<file path="config.mk">
export PLATFORM = sky130hd
export DESIGN_NAME = qrd_top
export DESIGN_NICKNAME = d
export VERILOG_FILES = /design/src/qrd_pkg.sv /design/src/qrd_top.sv
export SDC_FILE = /design/constraint.sdc
export NUM_CORES = 1
export LEC_CHECK = 0
export BUFFER_PORTS_ARGS = -buffer_cell sky130_fd_sc_hd__buf_2
export CAP_MARGIN = 20
export CORE_MARGIN = 4
export CORE_UTILIZATION = 25
export DETAILED_ROUTE_END_ITERATION = 12
export PLACE_DENSITY_LB_ADDON = 0.1
export SLEW_MARGIN = 20
export SYNTH_ARGS = -nofsm -noshare
export SYNTH_HDL_FRONTEND = slang
export SYNTH_SLANG_ARGS = --single-unit
export TNS_END_PERCENT = 50
</file>
<file path="constraint.sdc">
create_clock -name CLK -period 3.2 [get_ports CLK]
set_input_delay 0.32 -clock CLK [delete_from_list [all_inputs] [get_ports CLK]]
set_output_delay 0.32 -clock CLK [all_outputs]
set_load 0.1 [all_outputs]
</file>
<file path="src/qrd_pkg.sv">
// Package of constants and types for the query response and display policy block
package qrd_pkg;

  // ==========================================================================
  // Register map (APB byte addresses)
  // ==========================================================================
  localparam logic [7:0] ADDR_CMD      = 8'h00;
  localparam logic [7:0] ADDR_CTRL     = 8'h04;
  localparam logic [7:0] ADDR_STATUS   = 8'h08;
  localparam logic [7:0] ADDR_EVENT    = 8'h0c;
  localparam logic [7:0] ADDR_ALIAS    = 8'h10;
  localparam logic [7:0] ADDR_RESPONSE = 8'h14;

  // ==========================================================================
  // Command word fields (ADDR_CMD write)
  // ==========================================================================
  localparam int CMD_OP_LSB    = 0;
  localparam int CMD_ARG_LSB   = 4;
  localparam int CMD_PORT_BIT  = 8;
  localparam int CMD_EMPTY_BIT = 9;
  localparam int CMD_BAD_BIT   = 10;
  localparam int CMD_ALIAS_LSB = 16;

  // Control register fields
  localparam int CTRL_VERBOSE_BIT = 0;

  // Status register fields
  localparam int ST_POLICY_LSB   = 0;
  localparam int ST_HEADER_BIT   = 2;
  localparam int ST_PENDING_BIT  = 3;
  localparam int ST_LABELS_BIT   = 4;
  localparam int ST_BLANK_BIT    = 5;
  localparam int ST_KNOBTRK_BIT  = 6;
  localparam int ST_PANEL_BIT    = 7;
  localparam int ST_LOOP_BIT     = 8;
  localparam int ST_EOI_BIT      = 9;

  // Response format register fields
  localparam int RSP_HDR_BIT  = 0;
  localparam int RSP_LINK_BIT = 1;

  // ==========================================================================
  // Values
  // ==========================================================================
  localparam logic [8:0] EVT_UNDEFINED_ALIAS = 9'd271;
  localparam int         ALIAS_SLOTS         = 8;

  typedef enum logic [1:0] {
    POL_OFF   = 2'b00,
    POL_ON    = 2'b01,
    POL_NEVER = 2'b11
  } qrd_policy_t;

  typedef enum logic [3:0] {
    OP_NOP        = 4'h0,
    OP_SET        = 4'h1,
    OP_QUERY      = 4'h2,
    OP_FORCE_EOI  = 4'h3,
    OP_POLICY     = 4'h4,
    OP_HEADER     = 4'h5,
    OP_ALIAS_DEF  = 4'h6,
    OP_ALIAS_DEL  = 4'h7,
    OP_DEV_CLEAR  = 4'h8,
    OP_SET_DUMP   = 4'h9,
    OP_LIST_QUERY = 4'ha,
    OP_LOOP_START = 4'hb,
    OP_RSP_DONE   = 4'hc
  } qrd_op_t;

  localparam qrd_policy_t POLICY_RESET = POL_OFF;
  localparam logic        HEADER_RESET = 1'b1;

endpackage : qrd_pkg

</file>
<file path="src/qrd_top.sv">
// Command interpreter core: delimiter forcing, display refresh policy, header stripping
//
// Summary of operation
// - Removing an alias not in the list reports execution error 271.
// - Force-delimiter command emits end delimiter for the pending query response.
// - Force-delimiter with nothing pending does nothing and reports no error.
// - Policy ON: refresh the panel after each successful set command.
// - Policy OFF: refresh on device clear or selected device clear at either port.
// - Policy OFF: refresh when a set or query command is malformed.
// - Policy OFF: refresh after success only if its input buffer is empty.
// - Policy NEVER: suppress all refreshes except debug and screen text writes.
// - Entering NEVER removes axis labels, blanks menu, freezes knob readouts.
// - Leaving NEVER restores axis labels and refreshes the whole panel.
// - Display policy is OFF after power-up.
// - Panel controls fully functional with readouts when policy is ON or OFF.
// - Header switch OFF strips headers and links from query responses.
// - Header switch is ON after power-up.
// - Settings-dump responses always carry headers and links.
// - Serial verbose mode ignores header switch on serial responses.
// - Header switch OFF strips only headers of self-test and setting list queries.
// - Queries of both settings return the currently selected argument.
// - Device clear at the looping port ends a recursive alias loop.
`timescale 1ns/1ns

module qrd_top
  import qrd_pkg::*;
(
  input  wire logic        CLK,         // 250 MHz clock
  input  wire logic        RESETN,      // Asynchronous reset, active low
  input  wire logic        PSEL,        // APB select
  input  wire logic        PENABLE,     // APB enable
  input  wire logic        PWRITE,      // APB direction
  input  wire logic [7:0]  PADDR,       // APB byte address
  input  wire logic [31:0] PWDATA,      // APB write data
  output logic      [31:0] PRDATA,      // APB read data
  output logic             PREADY,      // APB ready
  output logic             PSLVERR,     // APB error on unmapped address
  input  wire logic        TEXT_WRITE,  // Debug or screen-text write pulse
  output logic             REFRESH,     // Panel refresh pulse
  output logic             TEXT_SHOW,   // Pass-through of explicit text data
  output logic             EOI_OUT,     // End delimiter pulse
  output logic             LABELS_ON,   // Axis labels shown
  output logic             MENU_BLANK,  // Blank major menu shown
  output logic             KNOB_TRACK,  // Knob readouts track parameters
  output logic             ERR_EVENT    // Execution error pulse
);

  // ==========================================================================
  // State
  // ==========================================================================
  typedef struct packed {
    qrd_policy_t policy;
    logic        header_on;
    logic        verbose;
    logic        pending;
    logic        pending_port;
    logic        loop_active;
    logic        loop_port;
    logic        labels;
    logic        blank;
    logic        knob_track;
    logic        refresh;
    logic        text_show;
    logic        eoi;
    logic        err;
    logic        eoi_seen;
    logic [8:0]  event_code;
    logic [1:0]  rsp_fmt;
    logic [ALIAS_SLOTS-1:0]       alias_valid;
    logic [ALIAS_SLOTS-1:0][7:0]  alias_key;
    logic [31:0] prdata;
  } qrd_state_t;

  qrd_state_t s_reg;
  qrd_state_t s_next;

  // Returns one-hot match of a key against the alias table
  function automatic logic [ALIAS_SLOTS-1:0] alias_hit(
    input logic [ALIAS_SLOTS-1:0]      valid,
    input logic [ALIAS_SLOTS-1:0][7:0] keys,
    input logic [7:0]                  key
  );
    logic [ALIAS_SLOTS-1:0] hit;
    hit = '0;
    for (int i = 0; i < ALIAS_SLOTS; i++) begin
      hit[i] = valid[i] && (keys[i] == key);
    end
    return hit;
  endfunction

  // Entry side effects when the policy changes
  function automatic logic [2:0] policy_view(input qrd_policy_t p);
    // {labels, blank menu, knob tracking}
    return (p == POL_NEVER) ? 3'b010 : 3'b101;
  endfunction

  logic                   wr_acc;
  logic                   rd_acc;
  logic                   addr_ok;
  qrd_op_t                op;
  logic [3:0]             arg;
  logic                   port;
  logic                   buf_empty;
  logic                   bad_cmd;
  logic [7:0]             akey;
  logic [ALIAS_SLOTS-1:0] hit;
  logic [ALIAS_SLOTS-1:0] free_slot;
  logic                   ref_req;
  logic                   cmd_ok;
  qrd_policy_t            new_pol;

  assign wr_acc  = PSEL && PENABLE && PWRITE;
  assign rd_acc  = PSEL && PENABLE && !PWRITE;
  assign addr_ok = (PADDR == ADDR_CMD) || (PADDR == ADDR_CTRL) || (PADDR == ADDR_STATUS) ||
                   (PADDR == ADDR_EVENT) || (PADDR == ADDR_ALIAS) || (PADDR == ADDR_RESPONSE);

  assign op        = qrd_op_t'(PWDATA[CMD_OP_LSB +: 4]);
  assign arg       = PWDATA[CMD_ARG_LSB +: 4];
  assign port      = PWDATA[CMD_PORT_BIT];
  assign buf_empty = PWDATA[CMD_EMPTY_BIT];
  assign bad_cmd   = PWDATA[CMD_BAD_BIT];
  assign akey      = PWDATA[CMD_ALIAS_LSB +: 8];

  // ==========================================================================
  // Next state
  // ==========================================================================
  always_comb begin
    s_next           = s_reg;
    s_next.refresh   = 1'b0;
    s_next.eoi       = 1'b0;
    s_next.err       = 1'b0;
    s_next.text_show = 1'b0;
    hit              = alias_hit(s_reg.alias_valid, s_reg.alias_key, akey);
    free_slot        = ~s_reg.alias_valid & (s_reg.alias_valid + {{(ALIAS_SLOTS-1){1'b0}}, 1'b1});
    ref_req          = 1'b0;
    cmd_ok           = 1'b0;
    new_pol          = s_reg.policy;

    // Explicit text writes bypass the policy
    if (TEXT_WRITE) begin
      s_next.text_show = 1'b1;
    end

    if (wr_acc && PADDR == ADDR_CTRL) begin
      s_next.verbose = PWDATA[CTRL_VERBOSE_BIT];
    end

    if (wr_acc && PADDR == ADDR_CMD) begin
      case (op)
        OP_SET, OP_QUERY, OP_LIST_QUERY, OP_SET_DUMP: begin
          if (bad_cmd) begin
            ref_req = (s_reg.policy == POL_OFF);
          end else begin
            cmd_ok = 1'b1;
            if (op != OP_SET) begin
              s_next.pending      = 1'b1;
              s_next.pending_port = port;
              // Header and link presence for this response
              if (op == OP_SET_DUMP || (port && s_reg.verbose) || s_reg.header_on) begin
                s_next.rsp_fmt = 2'b11;
              end else if (op == OP_LIST_QUERY) begin
                s_next.rsp_fmt = 2'b10;
              end else begin
                s_next.rsp_fmt = 2'b00;
              end
            end
          end
        end
        OP_FORCE_EOI: begin
          cmd_ok = 1'b1;
          if (s_reg.pending) begin
            s_next.eoi      = 1'b1;
            s_next.eoi_seen = 1'b1;
            s_next.pending  = 1'b0;
          end
          // Nothing pending: no action, no error
        end
        OP_RSP_DONE: begin
          s_next.pending = 1'b0;
        end
        OP_POLICY: begin
          cmd_ok = 1'b1;
          case (arg[1:0])
            2'b00:   new_pol = POL_OFF;
            2'b01:   new_pol = POL_ON;
            default: new_pol = POL_NEVER;
          endcase
          s_next.policy = new_pol;
          {s_next.labels, s_next.blank, s_next.knob_track} = policy_view(new_pol);
          if (s_reg.policy == POL_NEVER && new_pol != POL_NEVER) begin
            s_next.refresh = 1'b1;
          end
        end
        OP_HEADER: begin
          cmd_ok           = 1'b1;
          s_next.header_on = arg[0];
        end
        OP_ALIAS_DEF: begin
          cmd_ok = 1'b1;
          if (hit == '0 && free_slot != '0) begin
            for (int i = 0; i < ALIAS_SLOTS; i++) begin
              if (free_slot[i]) begin
                s_next.alias_valid[i] = 1'b1;
                s_next.alias_key[i]   = akey;
              end
            end
          end
        end
        OP_ALIAS_DEL: begin
          if (arg[0]) begin
            s_next.alias_valid = '0;
          end else if (hit == '0) begin
            s_next.err        = 1'b1;
            s_next.event_code = EVT_UNDEFINED_ALIAS;
          end else begin
            s_next.alias_valid = s_reg.alias_valid & ~hit;
          end
        end
        OP_DEV_CLEAR: begin
          ref_req        = (s_reg.policy == POL_OFF);
          s_next.pending = 1'b0;
          if (s_reg.loop_active && s_reg.loop_port == port) begin
            s_next.loop_active = 1'b0;
          end
        end
        OP_LOOP_START: begin
          s_next.loop_active = 1'b1;
          s_next.loop_port   = port;
        end
        default: begin
        end
      endcase

      // Policy evaluated once the command completes
      if (cmd_ok && op != OP_POLICY) begin
        case (s_reg.policy)
          POL_ON:  ref_req = (op == OP_SET);
          POL_OFF: ref_req = buf_empty && !s_reg.loop_active;
          default: ref_req = 1'b0;
        endcase
      end
      if (ref_req && s_reg.policy != POL_NEVER) begin
        s_next.refresh = 1'b1;
      end
    end

    if (rd_acc && PADDR == ADDR_EVENT) begin
      s_next.event_code = s_next.err ? EVT_UNDEFINED_ALIAS : '0;
    end
    if (rd_acc && PADDR == ADDR_STATUS && !s_next.eoi) begin
      s_next.eoi_seen = 1'b0;
    end

    // Read data is loaded in the setup phase so that it stands at the access edge
    s_next.prdata = '0;
    if (rd_acc) begin
      s_next.prdata = s_reg.prdata;
    end else if (PSEL && !PENABLE && !PWRITE) begin
      case (PADDR)
        ADDR_CTRL:   s_next.prdata[CTRL_VERBOSE_BIT] = s_reg.verbose;
        ADDR_STATUS: begin
          s_next.prdata[ST_POLICY_LSB +: 2] = s_reg.policy;
          s_next.prdata[ST_HEADER_BIT]      = s_reg.header_on;
          s_next.prdata[ST_PENDING_BIT]     = s_reg.pending;
          s_next.prdata[ST_LABELS_BIT]      = s_reg.labels;
          s_next.prdata[ST_BLANK_BIT]       = s_reg.blank;
          s_next.prdata[ST_KNOBTRK_BIT]     = s_reg.knob_track;
          s_next.prdata[ST_PANEL_BIT]       = s_reg.pending_port;
          s_next.prdata[ST_LOOP_BIT]        = s_reg.loop_active;
          s_next.prdata[ST_EOI_BIT]         = s_reg.eoi_seen;
        end
        ADDR_EVENT:    s_next.prdata[8:0] = s_reg.event_code;
        ADDR_ALIAS:    s_next.prdata[ALIAS_SLOTS-1:0] = s_reg.alias_valid;
        ADDR_RESPONSE: s_next.prdata[1:0] = s_reg.rsp_fmt;
        default:       s_next.prdata = '0;
      endcase
    end
  end

  // ==========================================================================
  // Registers
  // ==========================================================================
  always_ff @(posedge CLK or negedge RESETN) begin
    if (!RESETN) begin
      s_reg            <= '0;
      s_reg.policy     <= POLICY_RESET;
      s_reg.header_on  <= HEADER_RESET;
      s_reg.labels     <= 1'b1;
      s_reg.knob_track <= 1'b1;
      s_reg.rsp_fmt    <= 2'b11;
    end else begin
      s_reg <= s_next;
    end
  end

  // ==========================================================================
  // Outputs
  // ==========================================================================
  assign PRDATA     = s_reg.prdata;
  assign PREADY     = 1'b1;
  assign PSLVERR    = PSEL && PENABLE && !addr_ok;
  assign REFRESH    = s_reg.refresh;
  assign TEXT_SHOW  = s_reg.text_show;
  assign EOI_OUT    = s_reg.eoi;
  assign LABELS_ON  = s_reg.labels;
  assign MENU_BLANK = s_reg.blank;
  assign KNOB_TRACK = s_reg.knob_track;
  assign ERR_EVENT  = s_reg.err;

endmodule : qrd_top

</file>
==> results of run 1 <==
-- through the flow --
| step | util (%) | instance area, sq um | hold slack [ps] | total power [mW] |
|---|---|---|---|---|
| 2_1_floorplan | - | 5650 | 24.41 | 1.532 |
| 3_3_place_gp | 26.97 | 5904 | 419.8 | 1.580 |
| 3_5_place_dp | 26.97 | 5904 | 429.4 | 1.583 |
| 4_1_cts | 28.30 | 6195 | 46.21 | 2.711 |
| 5_1_grt | 28.30 | 6195 | 63.19 | 2.780 |
| 6_report | 28.30 | 6195 | 25.17 | 2.658 |
-- path summary, 6_finish.rpt --
check | startpoint | endpoint | slack (ps) | depth (start not counted)
min in group CLK | TEXT_WRITE | TEXT_SHOW | 80 | 1
hold reg to reg | PRDATA[0] | PRDATA[0] | 480 | 2
max in group asynchronous | RESETN | LABELS_ON | 2420 | 2
hold / removal | RESETN | s_reg[98] | 30 | 1
setup / recovery | s_reg[98] | s_reg[75] | 500 | 8
setup reg to reg | s_reg[98] | s_reg[75] | 500 | 8
-- final cells by class --
cell class | instances | area (sq um)
sequential | 99 | 2482
clock buffer | 13 | 250.2
multi-input combinational | 347 | 2700
fill | 2282 | 15700
timing repair buffer | 60 | 345.3
clock inverter | 3 | 40.04
inverter | 7 | 26.28
tap | 280 | 350.3
-- cell families after synthesis --
| family | Yosys count |
|---|---|
| compound gates | 66 |
| flops | 99 |
| xor+xnor | 66 |
| other cells | 2 |
| mux | 73 |
| buf+inv | 70 |
| simple gates | 119 |
-- where the power goes --
part | switching (mW) | leakage [nW] | internal [mW]
Combinational | 0.247 | 1.64 | 0.0531
Sequential | 0.000851 | 1.37 | 1.25
Clock | 0.478 | 0.144 | 0.627
-- routing by layer --
layer  up-vias  wire [microns]  track usage [%]
met5         -               0                0
met4         0             207            3.974
met3        13             518            2.035
met2        71            6263            18.48
met1      1835            6428            15.07
li1       1765               -                -
-- cells in the final DEF (no fill, tap or decap), types with 4 or more instances in the layout --
cell type and count:
a22o_1 10, nor4_1 17, buf_4 12, nand2_1 24, conb_1 23, buf_2 47
xor2_1 64, o31ai_1 5, o21ai_0 6, dfstp_2 4, nor2_1 24, and3_1 4
dfrtp_1 95, a21oi_1 17, clkbuf_16 9, nor3_1 4, a32o_1 8, inv_1 7
nand3_1 18, mux2_2 72
-- worst reg2reg max path: stages, from the launching register on --
cell      delay (ps)
dfrtp_1          440
and3_1           270
and3_1           250
nand3_1          120
inv_1             80
a211oi_4         540
buf_4            250
nand4b_2         270
mux2_2           360
-- synth_stat cells, drive strengths merged (4+ instances only) --
cell type | instances | area [sq um]
inv | 7 | 26.28
clkbuf | 11 | 43.79
nor2 | 25 | 96.35
a21oi | 17 | 85.08
dfrtp | 95 | 2377
a22o | 10 | 87.58
nand4b | 5 | 62.56
buf | 52 | 397.9
or2 | 4 | 25.03
nand3 | 21 | 142.6
mux2 | 72 | 810.8
o21ai | 6 | 30.03
nor3 | 4 | 20.02
nand2 | 24 | 90.09
and3 | 4 | 25.02
xor2 | 64 | 560.5
dfstp | 4 | 105.1
o31ai | 5 | 37.54
a32o | 8 | 80.08
nor4 | 18 | 127.6
==> summary.txt, run 1 <==
Setup path
  – Crit end category: flip-flop
  – CP Launch Type: flip-flop
  – Worst path slowest cell: a211oi_4
  – CP Cell Sequence: and3_1, and3_1, nand3_1, inv_1, a211oi_4, buf_4, nand4b_2, mux2_2
  – Cell mode on critical path: and3_1
  – Buffers & Inverters on Critical Path: 2
  – Crit path largest cell delay: around 540 ps
  – Worst Path Required: around 3400 ps
  – Signal arrival time at the worst endpoint: 2940 ps
  – Critical path peak fanout: 10
  – Critical path class: reg2reg
  – CP delay by family, top: simple AND/OR/NAND/NOR gates

Clock network
  – Post-CTS sizing: 0
  – Inserted Clock Buffers: 9
  – CTS tree: built
  – CTS Buffer Depth: 2
  – Buffer count from post-CTS setup fixing: 0
  – Clock root buffer: clkbuf_16
  – H-tree depth: 3
  – Clock-pin slew on the worst setup and hold paths: 70 ps
  – Clock latency on the worst-skew pair: 360 ps
  – Sink Count: 99
  – CTS hold repair buffers: 0

STA
  – Fmax: 0.3704 GHz
  – Final setup fails: 0
  – Clock skew: roughly 13 ps
  – Tcrit/Tclk final: about 84%
  – Final hold violation count: 0
  – Min Tclk post-route: approximately 2700 ps
  – Final worst slack: roughly 500 ps
  – Slew headroom: between 40% and 50%
  – Fin. max-slew vios: 0
  – Worst-margin pin slew: 751.1 ps
  – Fin Setup TNS: 0 ps
  – RSZ-0062 raised after global routing: no

Yosys
  – Simple-Gate Fraction of Synth Area: 12.58%
  – Synth warn: 0
  – Seq/Total Area, Yosys: between 40% and 50%
  – Dominant synthesized flop cell: dfrtp_1
  – EDFF count, synth: 0
  – Post-synthesis mux area share: between 10 and 15%
  – Adder-cell area share of the yosys netlist: 0%
  – Combinational family with the most area after synthesis: multiplexers
  – Syn Area/Cell: roughly 11 sq um
  – #FFs+latches synth: 99
  – Asr flop ratio synth: between 90% and 100%
  – Mapped Cells: between 400 and 500
  – Synth Area in Compound Gates: 9.230%
  – Synth cell types: 52
  – Synthesized area: 5572 sq um
  – Synth Area in XOR/XNOR: between 10% and 20%

Cells and area
  – Antenna Cells: 0
  – Nets: between 500 and 600
  – Max reg flops: 84
  – Final Non-Filler Cells: 809
  – Share of cells above drive strength 1: about a third
  – Area Overhead vs Synth: 11.18%

Placed design
  – Dpl hpwl: 9637 microns
  – Placed insts: about 800
  – RD Place Congestion: between 0.7 and 0.8
  – Dpl ws: around 230 ps
  – Port bufs: 48

Drt
  – Detailed Routing Iterations Pass 1: 4
  – Via Count: 3,684
  – Via density: about 4.6
  – Routed WL: around 13,000 microns
  – 1st-iter DRT viols: 189
  – DRT antenna net count: 0
  – Routed len/inst: roughly 17 microns
  – Drt drc: 0

Job
  – Max_cap viols: 0

Global routing
  – Total track usage: between 10% and 20%
  – First-pass GRT wire length: 21,570 microns
  – Total grt overflow: 0
  – Vias in the first global route: about 3,800
  – Largest net degree at the start of global routing: 53
  – Initial antenna violation count: 0

Floorplanning
  – I/O pin cnt: between 80 and 90
  – Die H: roughly 160 microns
  – Starting Density: approximately 25%
  – Core area: between 20,000 and 25,000 sq um
  – Rows: 54
  – Die Area: 24,740 sq um
  – Die X-Extent: around 160 microns

Pwr
  – Power Dens Cells: around 430 nW/um^2
  – Max IR drop VDD: 0.0002435 V
  – Lkg Pwr: ~3.1 nW

Run status
  – Status: finished clean

Hold path
  – Worst Hold Class: in2async
(Power assumes the default switching activity.)
==> run 2: changes to the inputs <==
==> constraint.sdc (replaced) <==
create_clock -name CLK -period 2.5 [get_ports CLK]
set_input_delay 0.25 -clock CLK [delete_from_list [all_inputs] [get_ports CLK]]
set_output_delay 0.25 -clock CLK [all_outputs]
set_load 0.1 [all_outputs]
==> run 2 against run 1 <==
Net effect: sequential power is 28% higher; register-to-register slack got worse by 390 ps; sequential share of layout area is 2.4 points lower; via count rose by 4.2%; non-clock buffer count up 39; setup slack got worse by 390 ps; wire length is 6.0% higher; critical endpoint is now s_reg[76]; combinational power rose by 41%.
==> summary.txt, run 2 (synthesized netlist as in run 1, its figures left out) <==
Setup path
  – Worst reg-to-reg setup slack: 110 ps
  – Worst Path Required: approximately 2700 ps
  – Crit path largest cell delay: between 300 and 400 ps
  – CP Launch Point: s_reg[36]
  – Signal arrival time at the worst endpoint: between 2000 and 3000 ps
  – CP Launch Type: flip-flop
  – CP Cell Sequence: xor2_1, nor4_2, buf_4, nand3_1, nand4_1, a211oi_4, buf_4, nand4b_2, mux2_2
  – Crit end category: flip-flop
  – Worst setup endpoint: s_reg[76]
  – Cell mode on critical path: buf_4
  – Critical path class: reg2reg
  – CP delay by family, top: simple AND/OR/NAND/NOR gates
  – R2R cell count: 9
  – Worst r2r src: s_reg[36]
  – Buffers & Inverters on Critical Path: 2
  – Critical path peak fanout: 8
  – WP depth: 9
  – Worst flop-to-flop path endpoint: s_reg[76]
  – Worst path slowest cell: dfrtp_1

Cells and area
  – Commonest non-fill, non-tap cell in the layout: dfrtp_1
  – Final Non-Filler Cells: between 800 and 900
  – Finished Cell Area: 6596 sq um
  – Area Overhead vs Synth: 18.39%
  – Max reg flops: 84
  – Antenna Cells: 0
  – Layout Utilization: 30.13%
  – Share of cells above drive strength 1: 37.68%
  – Nets: 609
  – Commonest non-fill, non-tap cells in the layout: 95 x dfrtp_1, 72 x mux2_2, 64 x xor2_1

Clock network
  – Clock root buffer: clkbuf_16
  – H-tree depth: 3
  – Clock latency on the worst-skew pair: 350 ps
  – Clock-pin slew on the worst setup and hold paths: 70 ps
  – Sink Count: 99
  – CTS tree: built
  – CTS Buffer Depth: 2
  – Inserted Clock Buffers: 9

Placed design
  – Port bufs: 48
  – RD Place Congestion: roughly 0.77
  – Placed insts: ~830
  – Placed Area: between 6000 and 7000 sq um
  – Dpl hpwl: 10,470 microns
  – Dpl ws: -779.1 ps

Global routing
  – Initial antenna violation count: 0
  – Largest net degree at the start of global routing: 37
  – Total track usage: a little under an eighth
  – Vias in the first global route: just under 4,000
  – First-pass GRT wire length: roughly 22,000 microns
  – Total grt overflow: 0

Floorplanning
  – Die X-Extent: 157.3 microns
  – Die H: approximately 160 microns
  – Die Area: ~25,000 sq um
  – Starting Density: between 20 and 30%
  – Rows: 54
  – Core area: 21,890 sq um
  – I/O pin cnt: 87

Pwr
  – Power Total: between 3 and 4 mW
  – Max IR drop VDD: about 0.00026 V
  – Power Dens Cells: between 500 and 600 nW/um^2
  – Lkg Pwr: 3.362 nW

Drt
  – Via density: around 4.5
  – Drt drc: 0
  – DRT antenna net count: 0
  – Via Count: 3,840
  – Detailed Routing Iterations Pass 1: 4
  – Routed WL: about 14,000 microns
  – Routed len/inst: ~17 microns
  – Post-Route M1 WL: around 6700 microns
  – Top Layer Used: met4
  – 1st-iter DRT viols: between 100 and 150
  – Detail Route met3 WL: between 500 and 600 microns
  – Met2 wire len: 6820 microns

STA
  – Worst-margin pin slew: ~560 ps
  – Fin Setup TNS: 0 ps
  – WHS: 197.3 ps
  – Min Tclk post-route: about 2400 ps
  – Final setup fails: 0
  – Slew headroom: roughly 62%
  – RSZ-0062 raised after global routing: yes
  – Clock skew: 7.072 ps
  – Fin. max-slew vios: 0
  – Final worst slack: around 110 ps
  – Tcrit/Tclk final: 95.54%
  – Final hold violation count: 0
  – Fmax: 0.4187 GHz

Job
  – Max_cap viols: 0

Hold path
  – Worst Hold Class: in2reg

Run status
  – Status: finished clean
[run 2: metal layers]
layer	vias up	global-route usage, %
li1	1842	-
met3	13	2.365
met5	-	0
met2	68	20.01
met4	0	3.441
met1	1917	15.37
[run 2: what timing repair did]
item                                    in CTS  in global routing
hold buffers                                 2                  0
endpoints found under the hold margin       31                  0
pin swaps                                    1                  1
resized for setup                            0                 10
buffers inserted                             3                  0
endpoints found under the setup margin      68                 51
[run 2: final cells by class]
| type | instances | area (sq um) |
|---|---|---|
| clock buffers | 10 | 229.0 |
| flip-flops and latches | 99 | 2482 |
| clock inverters | 6 | 72.57 |
| repair buffers | 99 | 668.1 |
| fillers | 2289 | 15290 |
| inverters | 7 | 26.28 |
| well taps | 280 | 350.3 |
| multi-input cells | 347 | 2768 |
[run 2: where the power goes]
| part | leakage [nW] | internal [mW] | switching (mW) |
|---|---|---|---|
| Sequential | 1.37 | 1.60 | 0.00104 |
| Combinational | 1.85 | 0.0949 | 0.329 |
| Clock | 0.149 | 0.792 | 0.656 |
| Total | 3.36 | 2.49 | 0.986 |
[run 2: worst register-to-register path, cell delays in order, from the launching register on]
cell and delay [ps]:
dfrtp_1 390, xor2_1 200, nor4_2 70, buf_4 140, nand3_1 70, nand4_1 210
a211oi_4 280, buf_4 210, nand4b_2 310, mux2_2 380
[run 2: how the worst min path moves through the flow]
stage	start	to	slack (ps)	depth (start not counted)
after floorplan	RESETN	EOI_OUT	-50	0
after global routing	PWDATA[5]	s_reg[130]	190	2
after CTS	PWDATA[5]	s_reg[130]	180	2
after global placement	RESETN	s_reg[127]	280	1
after detailed placement	RESETN	PRDATA[1]	280	1
final	PWDATA[5]	s_reg[130]	200	2
==> run 3: changes to the inputs <==
==> constraint.sdc (replaced) <==
create_clock -name CLK -period 2.9 [get_ports CLK]
set_input_delay 0.29 -clock CLK [delete_from_list [all_inputs] [get_ports CLK]]
set_output_delay 0.29 -clock CLK [all_outputs]
set_load 0.1 [all_outputs]
==> run 3 against run 2 <==
Net effect: utilization decreased by 1.5 points; final cell count decreased by 3.9%; first-iteration DRC count increased by 33%; setup slack improved by 230 ps; clock power decreased by 12%; register-to-register slack improved by 230 ps.
==> summary.txt, run 3 (synthesized netlist as in run 1, its figures left out) <==
Floorplanning
  – Die H: roughly 160 microns
  – Starting Density: around 25%
  – Die Area: 24,740 sq um
  – Die X-Extent: roughly 160 microns
  – Core area: about 22,000 sq um
  – Rows: 54
  – I/O pin cnt: 87

Setup path
  – Signal arrival time at the worst endpoint: 2790 ps
  – CP Cell Sequence: xor2_1, nor4_1, nand3_1, nand4_1, a211oi_4, buf_4, nand3b_2, mux2_2
  – Critical path peak fanout: 8
  – CP Launch Type: flip-flop
  – Critical path class: reg2reg
  – R2R cell count: 8
  – Worst path slowest cell: nor4_1
  – CP delay by family, top: simple AND/OR/NAND/NOR gates
  – CP Launch Point: s_reg[39]
  – Worst Path Required: around 3100 ps
  – Crit path largest cell delay: between 600 and 700 ps
  – WP depth: 8
  – Buffers & Inverters on Critical Path: 1
  – Crit end category: flip-flop
  – Worst r2r src: s_reg[39]

STA
  – Fin Setup TNS: 0 ps
  – Fmax: approximately 0.39 GHz
  – RSZ-0062 raised after global routing: no
  – Final hold violation count: 0
  – Worst-margin pin slew: approximately 740 ps
  – Clock skew: approximately 7.6 ps
  – Slew headroom: around half
  – Fin. max-slew vios: 0
  – Tcrit/Tclk final: between 80% and 90%
  – Min Tclk post-route: roughly 2600 ps
  – Final worst slack: around 350 ps
  – Final setup fails: 0

Global routing
  – Initial antenna violation count: 0
  – Total track usage: approximately 11%
  – Vias in the first global route: between 3,000 and 4,000
  – Total grt overflow: 0
  – First-pass GRT wire length: around 22,000 microns
  – Largest net degree at the start of global routing: 66

Clock network
  – Inserted Clock Buffers: 9
  – CTS Buffer Depth: 2
  – CTS tree: built
  – H-tree depth: 3
  – Clock-pin slew on the worst setup and hold paths: 70 ps
  – Sink Count: ~100
  – Clock latency on the worst-skew pair: approximately 350 ps
  – Clock root buffer: clkbuf_16

Placed design
  – Dpl ws: -328.8 ps
  – Port bufs: 48
  – RD Place Congestion: around 0.74
  – Dpl hpwl: between 9000 and 10,000 microns
  – Placed Area: slightly below 6000 sq um

Drt
  – Via density: approximately 4.5
  – Via Count: ~3,700
  – 1st-iter DRT viols: between 150 and 200
  – DRT antenna net count: 0
  – Routed WL: ~14,000 microns
  – Detailed Routing Iterations Pass 1: 4
  – Routed len/inst: 16.59 microns
  – Drt drc: 0

Cells and area
  – Share of cells above drive strength 1: between 30% and 40%
  – Area Overhead vs Synth: 12.46%
  – Reg area: 2482 sq um
  – Fill cell count: ~2,300
  – Finished Cell Area: about 6300 sq um
  – Commonest non-fill, non-tap cell in the layout: dfrtp_1
  – Commonest non-fill, non-tap cells in the layout: 95 x dfrtp_1, 72 x mux2_2, 64 x xor2_1
  – Max reg flops: 84
  – Nets: between 500 and 600
  – Antenna Cells: 0
  – Layout Utilization: 28.62%
  – Multi-input logic area: around 2700 sq um

Run status
  – Status: finished clean

Hold path
  – Worst Hold Class: in2reg
  – Hold_sp: TEXT_WRITE
  – Hold Crit Depth: 1

Pwr
  – Power Total: approximately 3.0 mW
  – Power Dens Cells: between 400 and 500 nW/um^2
  – Lkg Pwr: roughly 3.2 nW
  – Max IR drop VDD: around 0.00023 V

Job
  – Max_cap viols: 0
==> run 3: area by class of cell <==
| class | instances | share of cell area [%] |
|---|---|---|
| multi-input cells | 347 | 43.09 |
| clock buffers | 11 | 4.034 |
| flip-flops and latches | 99 | 39.62 |
| clock inverters | 5 | 0.9784 |
| well taps | 280 | 5.591 |
| repair buffers | 66 | 6.270 |
| inverters | 7 | 0.4193 |
==> run 3: final timing paths <==
| check | endpoint | slack, ps |
|---|---|---|
| max in group asynchronous | s_reg[128] | 1710 |
| worst min-delay path | TEXT_SHOW | 40 |
| worst max register to register | s_reg[34] | 350 |
| worst min register to register | PRDATA[1] | 470 |
| min in group asynchronous | s_reg[127] | 440 |
| worst max-delay path | s_reg[34] | 350 |
==> run 3: report_power, final <==
group / internal (mW) / total, mW / switching [mW]
logic: 0.0593 / 0.331 / 0.271
registers: 1.38 / 1.38 / 0.000892
clock network: 0.720 / 1.28 / 0.559
total: 2.16 / 2.99 / 0.832
==> run 3: what timing repair did <==
action | CTS | global route
endpoints found under the setup margin | 8 | 0
hold buffers | 1 | 0
gates resized for setup | 0 | 0
buffers inserted | 3 | 0
endpoints found under the hold margin | 32 | 0
==> run 3: through the flow <==
step,cells,hold slack (ps)
floorplan,516,-5.591
global placement,795,287.2
global route,815,35.12
finish,815,41.20
detailed placement,795,304.2
CTS,815,28.26
==> run 3: metal layers <==
layer | global-route usage, % | share of wire, % | up-vias
met3 | 2.007 | 4.2 | 20
li1 | - | - | 1771
met1 | 15.06 | 47 | 1829
met2 | 18.89 | 47 | 74
met4 | 4.056 | 1.7 | 0
met5 | 0 | 0 | -
